===== src/shared/lpst_pkg.sv =====
// Package for the LCD panel screen timing core
package lpst_pkg;
  localparam int unsigned CLK_FREQ_HZ = 10000000;
  localparam logic [7:0] ADDR_SCREEN = 8'h04;
  localparam logic [7:0] ADDR_BACK   = 8'h08;
  localparam logic [7:0] ADDR_HORIZ  = 8'h0C;
  localparam logic [7:0] ADDR_VERT   = 8'h10;
  localparam logic [7:0] ADDR_CLOCK  = 8'h14;
  localparam logic [31:0] REG_RESET  = 32'h0000_0000;
  localparam logic [31:0] SCREEN_MASK = 32'hBFFF_FFC7;
  localparam logic [31:0] BACK_MASK   = 32'h00FF_FFFF;
  localparam logic [31:0] TIMING_MASK = 32'h07FF_FFFF;
  localparam logic [31:0] CLOCK_MASK  = 32'h007F_FFFF;
  localparam int unsigned EN_BIT = 31;
  localparam int unsigned WIDTH_HI = 29;
  localparam int unsigned WIDTH_LO = 19;
  localparam int unsigned HEIGHT_HI = 18;
  localparam int unsigned HEIGHT_LO = 8;
  localparam int unsigned WP_BIT = 7;
  localparam int unsigned FW_BIT = 6;
  localparam int unsigned KIND_HI = 2;
  localparam int unsigned KIND_LO = 0;
  localparam int unsigned BACK_HI = 26;
  localparam int unsigned BACK_LO = 18;
  localparam int unsigned FRONT_HI = 17;
  localparam int unsigned FRONT_LO = 9;
  localparam int unsigned SYNC_HI = 8;
  localparam int unsigned SYNC_LO = 0;
  localparam int unsigned BYPASS_BIT = 19;
  localparam int unsigned INVERT_BIT = 17;
  localparam int unsigned DIV_HI = 9;
  localparam int unsigned DIV_LO = 0;
  localparam logic [1:0] RESP_OKAY   = 2'h0;
  localparam logic [1:0] RESP_SLVERR = 2'h2;
  localparam logic [2:0] KIND_TFT    = 3'h0;
  localparam logic [2:0] KIND_CSTN   = 3'h1;
  localparam logic [2:0] KIND_DSTN   = 3'h2;
  localparam logic [2:0] KIND_M8STN  = 3'h3;
  localparam logic [2:0] KIND_M4STN  = 3'h4;
  typedef enum logic [1:0] {PH_SYNC, PH_FRONT, PH_ACTIVE, PH_BACK}
    lpst_phase_t;
  typedef struct packed {
    logic        hsync;
    logic        vsync;
    logic        dataEn;
    logic        pclk;
    logic [23:0] data;
  } lpst_panel_t;
endpackage : lpst_pkg


===== src/design/lpst_fifo.sv =====
// Flip-flop FIFO with valid/ready on both sides
`timescale 1ns/10ps
module lpst_fifo #(
  parameter int WIDTH = 24,
  parameter int DEPTH = 16
) (
  input  wire logic             clk,      // Clock
  input  wire logic             srst,     // Sync reset
  input  wire logic [WIDTH-1:0] inData,   // Write data
  input  wire logic             inValid,  // Write valid
  output logic                  inReady,  // Not full
  output logic      [WIDTH-1:0] outData,  // Head data
  output logic                  outValid, // Not empty
  input  wire logic             outReady  // Drain
);
  localparam int AW = $clog2(DEPTH);
  logic [WIDTH-1:0] mem_ff [DEPTH];
  logic [AW-1:0]    wrPtr_ff;
  logic [AW-1:0]    rdPtr_ff;
  logic [AW:0]      count_ff;
  logic             doPush;
  logic             doPop;
  assign inReady  = (count_ff != (AW+1)'(DEPTH));
  assign outValid = (count_ff != '0);
  assign outData  = mem_ff[rdPtr_ff];
  assign doPush   = inValid && inReady;
  assign doPop    = outValid && outReady;
  always_ff @(posedge clk) begin
    if (doPush) begin
      mem_ff[wrPtr_ff] <= inData;
    end
  end
  always_ff @(posedge clk) begin
    if (srst) begin
      wrPtr_ff <= '0;
      rdPtr_ff <= '0;
      count_ff <= '0;
    end else begin
      if (doPush) begin
        wrPtr_ff <= (wrPtr_ff == AW'(DEPTH-1)) ? '0 : wrPtr_ff + 1'b1;
      end
      if (doPop) begin
        rdPtr_ff <= (rdPtr_ff == AW'(DEPTH-1)) ? '0 : rdPtr_ff + 1'b1;
      end
      count_ff <= count_ff + (AW+1)'(doPush) - (AW+1)'(doPop);
    end
  end
endmodule : lpst_fifo


===== src/design/lpst_screen_timing.sv =====
// LCD panel screen timing core with AXI4-Lite registers
`timescale 1ns/10ps
module lpst_screen_timing #(
  parameter int FIFO_DEPTH = 16
) (
  input  wire logic        clk,           // 10 MHz clock
  input  wire logic        srst,          // Sync reset, high
  input  wire logic [7:0]  s_axi_awaddr,  // Write address
  input  wire logic        s_axi_awvalid, // Write address valid
  output logic             s_axi_awready, // Write address ready
  input  wire logic [31:0] s_axi_wdata,   // Write data
  input  wire logic [3:0]  s_axi_wstrb,   // Byte strobes
  input  wire logic        s_axi_wvalid,  // Write data valid
  output logic             s_axi_wready,  // Write data ready
  output logic [1:0]       s_axi_bresp,   // Write response
  output logic             s_axi_bvalid,  // Write response valid
  input  wire logic        s_axi_bready,  // Write response ready
  input  wire logic [7:0]  s_axi_araddr,  // Read address
  input  wire logic        s_axi_arvalid, // Read address valid
  output logic             s_axi_arready, // Read address ready
  output logic [31:0]      s_axi_rdata,   // Read data
  output logic [1:0]       s_axi_rresp,   // Read response
  output logic             s_axi_rvalid,  // Read valid
  input  wire logic        s_axi_rready,  // Read ready
  input  wire logic [23:0] pixData,       // Overlay pixel stream
  input  wire logic        pixValid,      // Overlay pixel valid
  input  wire logic        pixCover,      // Pixel covered by a window
  output logic             pixReady,      // FIFO can take a pixel
  output lpst_pkg::lpst_panel_t panel     // Panel pins
);
  import lpst_pkg::*;

  logic [31:0] screen_ff, back_ff, horiz_ff, vert_ff, clock_ff;
  logic        awHeld_ff, wHeld_ff, bvalid_ff, rvalid_ff, bErr_ff, rErr_ff;
  logic [7:0]  awAddr_ff;
  logic [31:0] wData_ff, rdata_ff;
  logic [3:0]  wStrb_ff;

  // Write channel: address and data taken independently
  assign s_axi_awready = !awHeld_ff && !bvalid_ff;
  assign s_axi_wready  = !wHeld_ff && !bvalid_ff;
  assign s_axi_bvalid  = bvalid_ff;
  assign s_axi_bresp   = bErr_ff ? RESP_SLVERR : RESP_OKAY;
  assign s_axi_arready = !rvalid_ff;
  assign s_axi_rvalid  = rvalid_ff;
  assign s_axi_rdata   = rdata_ff;
  assign s_axi_rresp   = rErr_ff ? RESP_SLVERR : RESP_OKAY;

  logic doWrite;
  assign doWrite = awHeld_ff && wHeld_ff && !bvalid_ff;

  always_ff @(posedge clk) begin
    if (srst) begin
      awHeld_ff <= 1'b0;
      wHeld_ff  <= 1'b0;
      awAddr_ff <= '0;
      wData_ff  <= '0;
      wStrb_ff  <= '0;
    end else begin
      if (s_axi_awvalid && s_axi_awready) begin
        awHeld_ff <= 1'b1;
        awAddr_ff <= s_axi_awaddr;
      end else if (doWrite) begin
        awHeld_ff <= 1'b0;
      end
      if (s_axi_wvalid && s_axi_wready) begin
        wHeld_ff <= 1'b1;
        wData_ff <= s_axi_wdata;
        wStrb_ff <= s_axi_wstrb;
      end else if (doWrite) begin
        wHeld_ff <= 1'b0;
      end
    end
  end

  function automatic logic [31:0] merge(input logic [31:0] old,
                                        input logic [31:0] nw,
                                        input logic [3:0]  strb,
                                        input logic [31:0] mask);
    logic [31:0] r;
    r = old;
    for (int i = 0; i < 4; i++) begin
      if (strb[i]) begin
        r[i*8 +: 8] = nw[i*8 +: 8];
      end
    end
    return r & mask;
  endfunction : merge

  logic addrHit;
  assign addrHit = (awAddr_ff == ADDR_SCREEN) || (awAddr_ff == ADDR_BACK) ||
                   (awAddr_ff == ADDR_HORIZ) || (awAddr_ff == ADDR_VERT) ||
                   (awAddr_ff == ADDR_CLOCK);

  logic [31:0] screenNew;
  logic [31:0] nxt_screen;
  assign screenNew = merge(screen_ff, wData_ff, wStrb_ff, SCREEN_MASK);
  always_comb begin
    nxt_screen = screen_ff;
    if (screen_ff[EN_BIT]) begin
      // While running only force-white, polarity and enable follow writes
      nxt_screen[WP_BIT] = screenNew[WP_BIT];
      nxt_screen[FW_BIT] = screenNew[FW_BIT];
      nxt_screen[EN_BIT] = screenNew[EN_BIT];
    end else begin
      nxt_screen = screenNew;
    end
  end

  always_ff @(posedge clk) begin
    if (srst) begin
      screen_ff <= REG_RESET;
      back_ff   <= REG_RESET;
      horiz_ff  <= REG_RESET;
      vert_ff   <= REG_RESET;
      clock_ff  <= REG_RESET;
    end else if (doWrite) begin
      unique case (awAddr_ff)
        ADDR_SCREEN: screen_ff <= nxt_screen;
        ADDR_BACK:   back_ff <= merge(back_ff, wData_ff, wStrb_ff, BACK_MASK);
        ADDR_HORIZ:  horiz_ff <= merge(horiz_ff, wData_ff, wStrb_ff,
                                       TIMING_MASK);
        ADDR_VERT:   vert_ff <= merge(vert_ff, wData_ff, wStrb_ff,
                                      TIMING_MASK);
        ADDR_CLOCK:  clock_ff <= merge(clock_ff, wData_ff, wStrb_ff,
                                       CLOCK_MASK);
        default: ;
      endcase
    end
  end

  always_ff @(posedge clk) begin
    if (srst) begin
      bvalid_ff <= 1'b0;
      bErr_ff   <= 1'b0;
    end else if (doWrite) begin
      bvalid_ff <= 1'b1;
      bErr_ff   <= !addrHit;
    end else if (s_axi_bready) begin
      bvalid_ff <= 1'b0;
    end
  end

  // Read channel: data stand from the edge after the address is taken
  always_ff @(posedge clk) begin
    if (srst) begin
      rvalid_ff <= 1'b0;
      rdata_ff  <= '0;
      rErr_ff   <= 1'b0;
    end else if (s_axi_arvalid && s_axi_arready) begin
      rvalid_ff <= 1'b1;
      rErr_ff   <= 1'b0;
      unique case (s_axi_araddr)
        ADDR_SCREEN: rdata_ff <= screen_ff;
        ADDR_BACK:   rdata_ff <= back_ff;
        ADDR_HORIZ:  rdata_ff <= horiz_ff;
        ADDR_VERT:   rdata_ff <= vert_ff;
        ADDR_CLOCK:  rdata_ff <= clock_ff;
        default: begin
          rdata_ff <= '0;
          rErr_ff  <= 1'b1;
        end
      endcase
    end else if (s_axi_rready) begin
      rvalid_ff <= 1'b0;
    end
  end

  // Pixel clock divider
  logic        enable;
  logic [2:0]  kind;
  logic        isTft;
  logic [9:0]  divCnt_ff;
  logic        pclk_ff;
  logic        pixTick, tickDly_ff;
  assign enable = screen_ff[EN_BIT];
  assign kind   = screen_ff[KIND_HI:KIND_LO];
  assign isTft  = (kind == KIND_TFT);

  always_ff @(posedge clk) begin
    if (srst || !enable) begin
      divCnt_ff <= '0;
      pclk_ff   <= 1'b0;
    end else if (clock_ff[BYPASS_BIT]) begin
      pclk_ff <= !pclk_ff;
    end else if (divCnt_ff == clock_ff[DIV_HI:DIV_LO]) begin
      divCnt_ff <= '0;
      pclk_ff   <= !pclk_ff;
    end else begin
      divCnt_ff <= divCnt_ff + 10'h001;
    end
  end
  // Launch on the selected pclk edge
  logic pclkToggle;
  assign pclkToggle = clock_ff[BYPASS_BIT] ||
                      (divCnt_ff == clock_ff[DIV_HI:DIV_LO]);
  assign pixTick = enable && pclkToggle &&
                   (pclk_ff == clock_ff[INVERT_BIT]);
  // Horizontal and vertical sequencers
  lpst_phase_t hPh_ff, vPh_ff;
  logic [10:0] hCnt_ff, vCnt_ff;
  logic [10:0] hLimit, vLimit;
  logic        lineEnd;

  always_comb begin
    unique case (hPh_ff)
      PH_SYNC:   hLimit = {2'h0, horiz_ff[SYNC_HI:SYNC_LO]};
      PH_FRONT:  hLimit = {2'h0, horiz_ff[FRONT_HI:FRONT_LO]};
      PH_ACTIVE: hLimit = screen_ff[WIDTH_HI:WIDTH_LO];
      PH_BACK:   hLimit = {2'h0, horiz_ff[BACK_HI:BACK_LO]};
    endcase
  end

  always_comb begin
    unique case (vPh_ff)
      PH_SYNC:   vLimit = {2'h0, vert_ff[SYNC_HI:SYNC_LO]};
      PH_FRONT:  vLimit = {2'h0, vert_ff[FRONT_HI:FRONT_LO]};
      PH_ACTIVE: vLimit = screen_ff[HEIGHT_HI:HEIGHT_LO];
      PH_BACK:   vLimit = {2'h0, vert_ff[BACK_HI:BACK_LO]};
    endcase
  end

  assign lineEnd = pixTick && (hPh_ff == PH_BACK) && (hCnt_ff == hLimit);
  always_ff @(posedge clk) begin
    if (srst || !enable) begin
      hPh_ff  <= PH_SYNC;
      hCnt_ff <= '0;
    end else if (pixTick) begin
      if (hCnt_ff == hLimit) begin
        hCnt_ff <= '0;
        hPh_ff  <= lpst_phase_t'(hPh_ff + 2'h1);
      end else begin
        hCnt_ff <= hCnt_ff + 11'h001;
      end
    end
  end

  // STN skips vsync and back blank lines
  always_ff @(posedge clk) begin
    if (srst || !enable) begin
      vPh_ff  <= isTft ? PH_SYNC : PH_FRONT;
      vCnt_ff <= '0;
    end else if (!isTft && (vPh_ff == PH_SYNC)) begin
      vPh_ff <= PH_FRONT;
    end else if (lineEnd) begin
      if (vCnt_ff == vLimit) begin
        vCnt_ff <= '0;
        unique case (vPh_ff)
          PH_SYNC:   vPh_ff <= PH_FRONT;
          PH_FRONT:  vPh_ff <= PH_ACTIVE;
          PH_ACTIVE: vPh_ff <= isTft ? PH_BACK : PH_FRONT;
          PH_BACK:   vPh_ff <= PH_SYNC;
        endcase
      end else begin
        vCnt_ff <= vCnt_ff + 11'h001;
      end
    end
  end
  // Pixel FIFO, popped a clock after the tick; bit 24 marks cover
  logic        activePix;
  logic        inActive;
  logic [24:0] fifoOut;
  logic        fifoValid;
  assign inActive  = (hPh_ff == PH_ACTIVE) && (vPh_ff == PH_ACTIVE);
  assign activePix = tickDly_ff && inActive;

  lpst_fifo #(
    .WIDTH (25),
    .DEPTH (FIFO_DEPTH)
  ) u_fifo (
    .clk      (clk),
    .srst     (srst),
    .inData   ({pixCover, pixData}),
    .inValid  (pixValid),
    .inReady  (pixReady),
    .outData  (fifoOut),
    .outValid (fifoValid),
    .outReady (activePix)
  );

  // Panel output register
  always_ff @(posedge clk) begin
    if (srst) begin
      panel      <= '0;
      tickDly_ff <= 1'b0;
    end else begin
      tickDly_ff   <= pixTick;
      panel.pclk   <= pclk_ff;
      panel.hsync  <= enable && (hPh_ff == PH_SYNC);
      panel.vsync  <= enable && isTft && (vPh_ff == PH_SYNC);
      panel.dataEn <= enable && inActive;
      if (screen_ff[FW_BIT]) begin
        panel.data <= {24{screen_ff[WP_BIT]}};
      end else if (activePix) begin
        panel.data <= (fifoValid && fifoOut[24]) ? fifoOut[23:0]
                                                 : back_ff[23:0];
      end else if (tickDly_ff) begin
        panel.data <= '0;
      end
    end
  end
endmodule : lpst_screen_timing


===== config.mk =====
export PLATFORM = sky130hd
export DESIGN_NAME = lpst_screen_timing
export DESIGN_NICKNAME = d
export VERILOG_FILES = /design/src/shared/lpst_pkg.sv /design/src/design/lpst_fifo.sv /design/src/design/lpst_screen_timing.sv
export SDC_FILE = /design/constraint.sdc
export NUM_CORES = 1
export LEC_CHECK = 0
export BUFFER_PORTS_ARGS = -buffer_cell sky130_fd_sc_hd__buf_2
export CORE_UTILIZATION = 61
export CTS_CLUSTER_SIZE = 24
export DETAILED_ROUTE_END_ITERATION = 6
export GPL_ROUTABILITY_DRIVEN = 0
export PLACE_DENSITY = 0.8
export SLEW_MARGIN = 5
export SYNTH_ARGS = -nofsm -noshare
export SYNTH_HDL_FRONTEND = slang
export SYNTH_SLANG_ARGS = --single-unit
export TNS_END_PERCENT = 5

===== constraint.sdc =====
create_clock -name clk -period 3.8 [get_ports clk]
set_input_delay 0.38 -clock clk [delete_from_list [all_inputs] [get_ports clk]]
set_output_delay 0.38 -clock clk [all_outputs]
set_load 0.02 [all_outputs]

Word-level counts from Yosys, hierarchy flattened
Memory sizes are Yosys's and may differ from the RTL's. A register that Yosys moved wholly into a read port is not among the register bits.
Cells that the tools add are included.
- memories: 1
- output and inout bits: 70
- register bits: 290
- RAM bits: 400
- logic and storage cells: 185
- input port bits: 85
- bitwise logic cells: 2
- multiplexer cells: 35
- reductions and logical operators: 71
- $add $sub $neg: 8
- equal/unequal tests: 23
- memory list (name ; depth ; bits a word ; rd ports ; clocked after Yosys merged registers in ; wr ports ; line ; RTL):
    u_fifo.mem_ff ; 16 ; 25 ; 1 ; 1 ; 1 ; lpst_fifo.sv:17 ; logic [WIDTH-1:0] mem_ff [DEPTH];
- operators with widths (operator ; count):
    32-bit one-hot mux with 5 select lines ; 1
    24-bit two-way mux ; 4
    11-bit one-hot mux with 4 select lines ; 2
    3-bit AND reduction ; 16
    8-bit by 4-bit == test with 1-bit output (second input constant) ; 4
    8-bit by 5-bit == test with 1-bit output (second input constant) ; 4
    11-bit by 1-bit adder with 11-bit output (second input constant) ; 2
    11-bit == test ; 2
    11-bit two-way mux ; 2
    1-bit logical AND ; 21
    8-bit by 3-bit == test with 1-bit output (second input constant) ; 2
    4-bit two-way mux ; 4
    4-bit AND reduction ; 4
    2-bit two-way mux ; 7
    1-bit two-way mux ; 13
    10-bit by 1-bit adder with 10-bit output (second input constant) ; 1
    10-bit == test ; 1
    10-bit two-way mux ; 1
    2-bit nonzero test ; 5
    3-bit nonzero test ; 3
    4-bit by 1-bit adder with 4-bit output (second input constant) ; 2
    2-bit == test (second input constant) ; 4
    4-bit == test (second input constant) ; 2
    1-bit logical NOT ; 8
    other kinds (14) ; 24

Longest topological paths before layout
- depth in word-level cells: 9
- mapped depth: 15
- mapped depth without buffers: 15

Cells and area by module
A second synthesis with hierarchy kept.
- cells, all modules: 2130
- area, all modules: 28010.6 µm²
- by module, submodules not included (module ; area an instance (µm²) ; instances ; cells an instance ; sequential area each (µm²)):
    lpst_fifo ; 15881.5 ; 1 ; 719 ; 12351.8
    lpst_screen_timing ; 12129.1 ; 1 ; 1411 ; 5525.3

Least setup slack after synthesis
Ideal clock, no wire load.
- kind: register -> register
- from: register u_fifo.count_ff[2]
- to: memory u_fifo.mem_ff[3][0] (enable)
- library setup time: 0.438 ns
- data required time: 3.362 ns
- arrival time: 3.119 ns
- path buffers: 1
- path slack: 0.242 ns
- clock period less this slack: 3.558 ns
- cell stages (with the launch flop): 8
- cell sequence: dfxtp_1 -> inv_1 -> ha_1 -> nand3_1 -> and2_1 -> clkbuf_1 -> nand2_1 -> nor3_1
- word-level cells in the longest chain between the ends: 4
- ends and longest elaborated chain (what ; line ; RTL):
    start, declared ; lpst_fifo.sv:20 ; logic [AW:0] count_ff;
    start signal, assigned ; lpst_fifo.sv:45 ; count_ff <= count_ff + (AW+1)'(doPush) - (AW+1)'(doPop);
    5-bit != test ; lpst_fifo.sv:23 ; assign inReady = (count_ff != (AW+1)'(DEPTH));
    net pixReady ; lpst_screen_timing.sv:28 ; output logic pixReady,
    1-bit logical AND ; lpst_fifo.sv:26 ; assign doPush = inValid && inReady;
    1-bit two-way mux ; lpst_fifo.sv:29 ; if (doPush) begin
    1-bit two-way mux (not written as such) ; lpst_fifo.sv:30 ; mem_ff[wrPtr_ff] <= inData;
    end, declared ; lpst_fifo.sv:17 ;
The timed path passes the listed nets, and every way through them passes these cells.

Final worst setup path
- from: register hPh_ff[0]
- to: register vPh_ff[0] (enable)
- word-level cells in the longest chain between the ends: 6
- elaborated cells on any way between the ends: 10
- classes of those cells: eq/ne (4); mux (1); reduce/logical (5)
- ends and longest elaborated chain (what ; line ; RTL):
    start, declared ; lpst_screen_timing.sv:200 ; lpst_phase_t hPh_ff, vPh_ff;
    start signal, assigned ; lpst_screen_timing.sv:231 ; hPh_ff <= lpst_phase_t'(hPh_ff + 2'h1);
    2-bit == test (tied with other cells) ; lpst_screen_timing.sv:206, lpst_screen_timing.sv:223 ;
    11-bit one-hot mux with 4 select lines ; lpst_screen_timing.sv:206 ; unique case (hPh_ff)
    11-bit == test ; lpst_screen_timing.sv:223 ; assign lineEnd = pixTick && (hPh_ff == PH_BACK) && (hCnt_ff == hLimit);
    1-bit logical AND (*) ; lpst_screen_timing.sv:223 ;
    3-bit nonzero test (no line) (*) ; - ;
    2-bit AND reduction (no line) (*) ; - ;
    end signal, assigned ; lpst_screen_timing.sv:241 ; vPh_ff <= isTft ? PH_SYNC : PH_FRONT;
    end signal, assigned ; lpst_screen_timing.sv:251 ; PH_ACTIVE: vPh_ff <= isTft ? PH_BACK : PH_FRONT;
    end, declared ; lpst_screen_timing.sv:200 ;
Mark *: on every way between the ends. The rest lies on a longest branch, timed or not.
A chain may end at the register's enable or synchronous reset.

==> metrics <==
outcome completed; DR vias/cell around 6.5; post-DP HPWL between 40 and 50 mm; total power per unit cell area roughly 500 mW/mm^2; CP required 4.09 ns; RSZ-0062 raised after global routing no; cell area after synthesis roughly 0.028 mm^2; Final Hold Fails 0; Net Sw Power 3.66 mW; first-pass GRT wire length between 100 and 150 mm; max-cap violations 0; Setup Fix Bufs, Post-CTS 0; critical path class reg2reg; Distinct cells, synth 72; WL/cell 26.6 um; Final Cycle Share around 80%; clock latency on the worst-skew pair about 0.64 ns; die area approximately 0.047 mm^2; FF+latch count, synth 692; sequential area share after synthesis a little over three fifths; die height 217 um; final setup violation count 0; CTS Buf Count 70; Logic pwr share around 6%; vias in the first global route ~18000; I/O Pins around 160; internal power consumption 12.5 mW; Worst Setup End Kind register; Buffers on Ports 150; Leak 11.6 nW; row cnt between 70 and 80; TritonCTS Sinks 692; share of layout cells above drive strength 1 between 20% and 30%; post-cts sizing count 0; setup_tns 0 ns; Remaining DRCs 0; worst hold path type in2reg; Top FF cell, synth edfxtp_1; EDFF count, synth between 400 and 500; Flop pwr share between 50% and 60%; Syn Inst Count between 2000 and 2500; core footprint 0.0456 mm^2; biggest area consumer among synthesized cells edfxtp_1; crit path DAT 3.28 ns; CP Launch Type register; ys async rst share 0%; clk_skew approximately 0.02 ns; crit-path max FO 13; number of fillers in the final layout approximately 2900; deepest clock path buffer count 3; ranking of synthesized cells by area edfxtp_1, dfxtp_1, mux4_2; nets approximately 2300; WL final ~76 mm; clk root buf clkbuf_16; via count 18300; htree depth 3; TritonCTS clock tree built; relative slew slack between 30% and 40%; max-slew violation total from the final report 0; Yosys warnings 0; Initial Utilization between 60 and 70%; sw frac around 23%; initial DRC count a little under 2000; Cell Area, Placed 0.0298 mm^2; ANT nets after route 0; Fmax between 300 and 400 MHz; Mean Syn Cell Area around 14 um^2; area growth from synthesis to layout 14.4%; fin crit period approximately 3 ns; iteration count of the initial detailed-routing pass 7; clock-pin slew on the worst setup and hold paths around 0.06 ns; Hold Slack between 0.02 and 0.03 ns; antenna violations before repair 4; top cell type's share of synthesized area 42.7%; gr usage total between 30% and 40%; largest net degree at the start of global routing ~200; clock share of power 42.9%; post-route cell area 0.0324 mm^2; Congestion Overflow GR 0; die width 217 um; peak supply drop 0.637 mV; Tightest Pin Transition between 1 and 1.5 ns
## per-stage QoR
step	cells	utilization, %	worst slack (ns)	power [mW]
2_1_floorplan	2012	-	0.242	8.98
3_3_place_gp	2681	65.3	0.943	9.27
3_5_place_dp	2681	65.3	0.877	9.33
4_1_cts	2840	71.1	0.851	16.2
5_1_grt	2841	71.1	0.643	16.6
6_report	2842	71.1	0.812	16.2
## worst max-delay path, stage by stage, from the launching register on
cell and delay (ns):
dfxtp_1 0.40, inv_1 0.11, ha_1 0.22, buf_4 0.19, a222oi_1 0.36, mux2i_1 0.14
xor2_1 0.18, nor4_2 0.30, and3_1 0.36, nand2_1 0.10, o211ai_1 0.27
## worst paths after layout
check | startpoint | endpoint | slack, ns | cells past startpoint
setup / recovery | hPh_ff[0]$_SDFFE_PP0P_ | vPh_ff[0]$_DFFE_PP_ | 0.81 | 10
hold reg to reg | wData_ff[31]$_SDFFE_PP0P_ | wData_ff[31]$_SDFFE_PP0P_ | 0.46 | 2
hold / removal | s_axi_wdata[28] | wData_ff[28]$_SDFFE_PP0P_ | 0.03 | 3
setup reg to reg | hPh_ff[0]$_SDFFE_PP0P_ | vPh_ff[0]$_DFFE_PP_ | 0.81 | 10
## cell families after synthesis
group,count (synthesis),synth area share (%)
AO/OA/AOI/OAI,297,6.70
XOR/XNOR,49,1.52
adder cells (fa/ha/maj),20,0.911
buffers and inverters,159,2.43
flip-flops,692,63.2
multiplexers,320,17.4
other,1,0.0132
AND/OR/NAND/NOR,472,7.84
## area by class of cell
type / count / area [um^2] / area share, %
sequential: 692 / 17900 / 55.2
clock inverter: 31 / 349 / 1.08
multi-input combinational: 1161 / 9830 / 30.3
clock buffer: 98 / 1970 / 6.07
tap: 600 / 751 / 2.32
timing repair buffer: 227 / 1490 / 4.59
inverter: 31 / 116 / 0.359
antenna: 2 / 5.00 / 0.0155
## state kept, by name, indices dropped and copies added (netlist names), 4 cells and up, named ones only
register and flops:
u_fifo.mem_ff 400, s_axi_rdata 31, wData_ff 31, panel 28, screen_ff 28, horiz_ff 27
vert_ff 27, back_ff 24, clock_ff 23, hCnt_ff 11, vCnt_ff 11, divCnt_ff 10
awAddr_ff 8, u_fifo.count_ff 5, u_fifo.rdPtr_ff 4, u_fifo.wrPtr_ff 4, wStrb_ff 4
## cells in the mapped netlist (6+ instances only)
cell and count:
nand2_1 154, inv_1 30, xnor2_1 10, buf_6 7, nor2b_1 10, a211oi_1 28
mux2i_1 144, nor3_1 14, buf_4 7, or3_1 6, clkbuf_1 97, nor2_1 188
edfxtp_1 402, xor2_1 39, dfxtp_1 290, a22oi_1 8, mux2_2 42, a222oi_1 32
and3_1 15, nand2b_1 7, nand4_1 6, buf_1 7, a21oi_1 120, a31oi_1 10
nor2_2 6, mux4_2 134, o22ai_1 27, nand3_1 22, ha_1 19, o31ai_2 7
o21ai_0 47, buf_2 10, and2_1 7
## per-layer routing
layer  vias up  share of wire [%]  track usage [%]
met1      9188                 35             39.2
met4         6                5.1             16.7
li1       7958                  -                -
met5         -              0.049                0
met2       960                 52             56.9
met3       234                7.6             5.77
## cells in the final DEF (no fill, tap or decap), types with 41 or more instances in the layout
master | netlist | final
edfxtp_1 | 402 | 402
dfxtp_1 | 290 | 287
nor2_1 | 188 | 175
nand2_1 | 154 | 154
buf_2 | 10 | 149
mux2i_1 | 144 | 144
mux4_2 | 134 | 134
a21oi_1 | 120 | 120
clkbuf_16 | 0 | 70
o21ai_0 | 47 | 47
mux2_2 | 42 | 42
buf_4 | 7 | 41
## repair_timing
action | in CTS | in global routing
endpoints found under the hold margin | 30 | 0
endpoints found under the setup margin | 0 | 0
hold buffers | 30 | 0
## power groups by stage
stage | Clock, mW | Combinational (mW) | Sequential (mW)
floorplan | 0 | 0.617 | 8.37
global placement | 0 | 0.907 | 8.36
detailed placement | 0 | 0.948 | 8.38
CTS | 7.00 | 0.986 | 8.23
global route | 7.28 | 1.07 | 8.24
finish | 6.93 | 0.988 | 8.24
No activity file was read; power rests on OpenSTA's default activity.
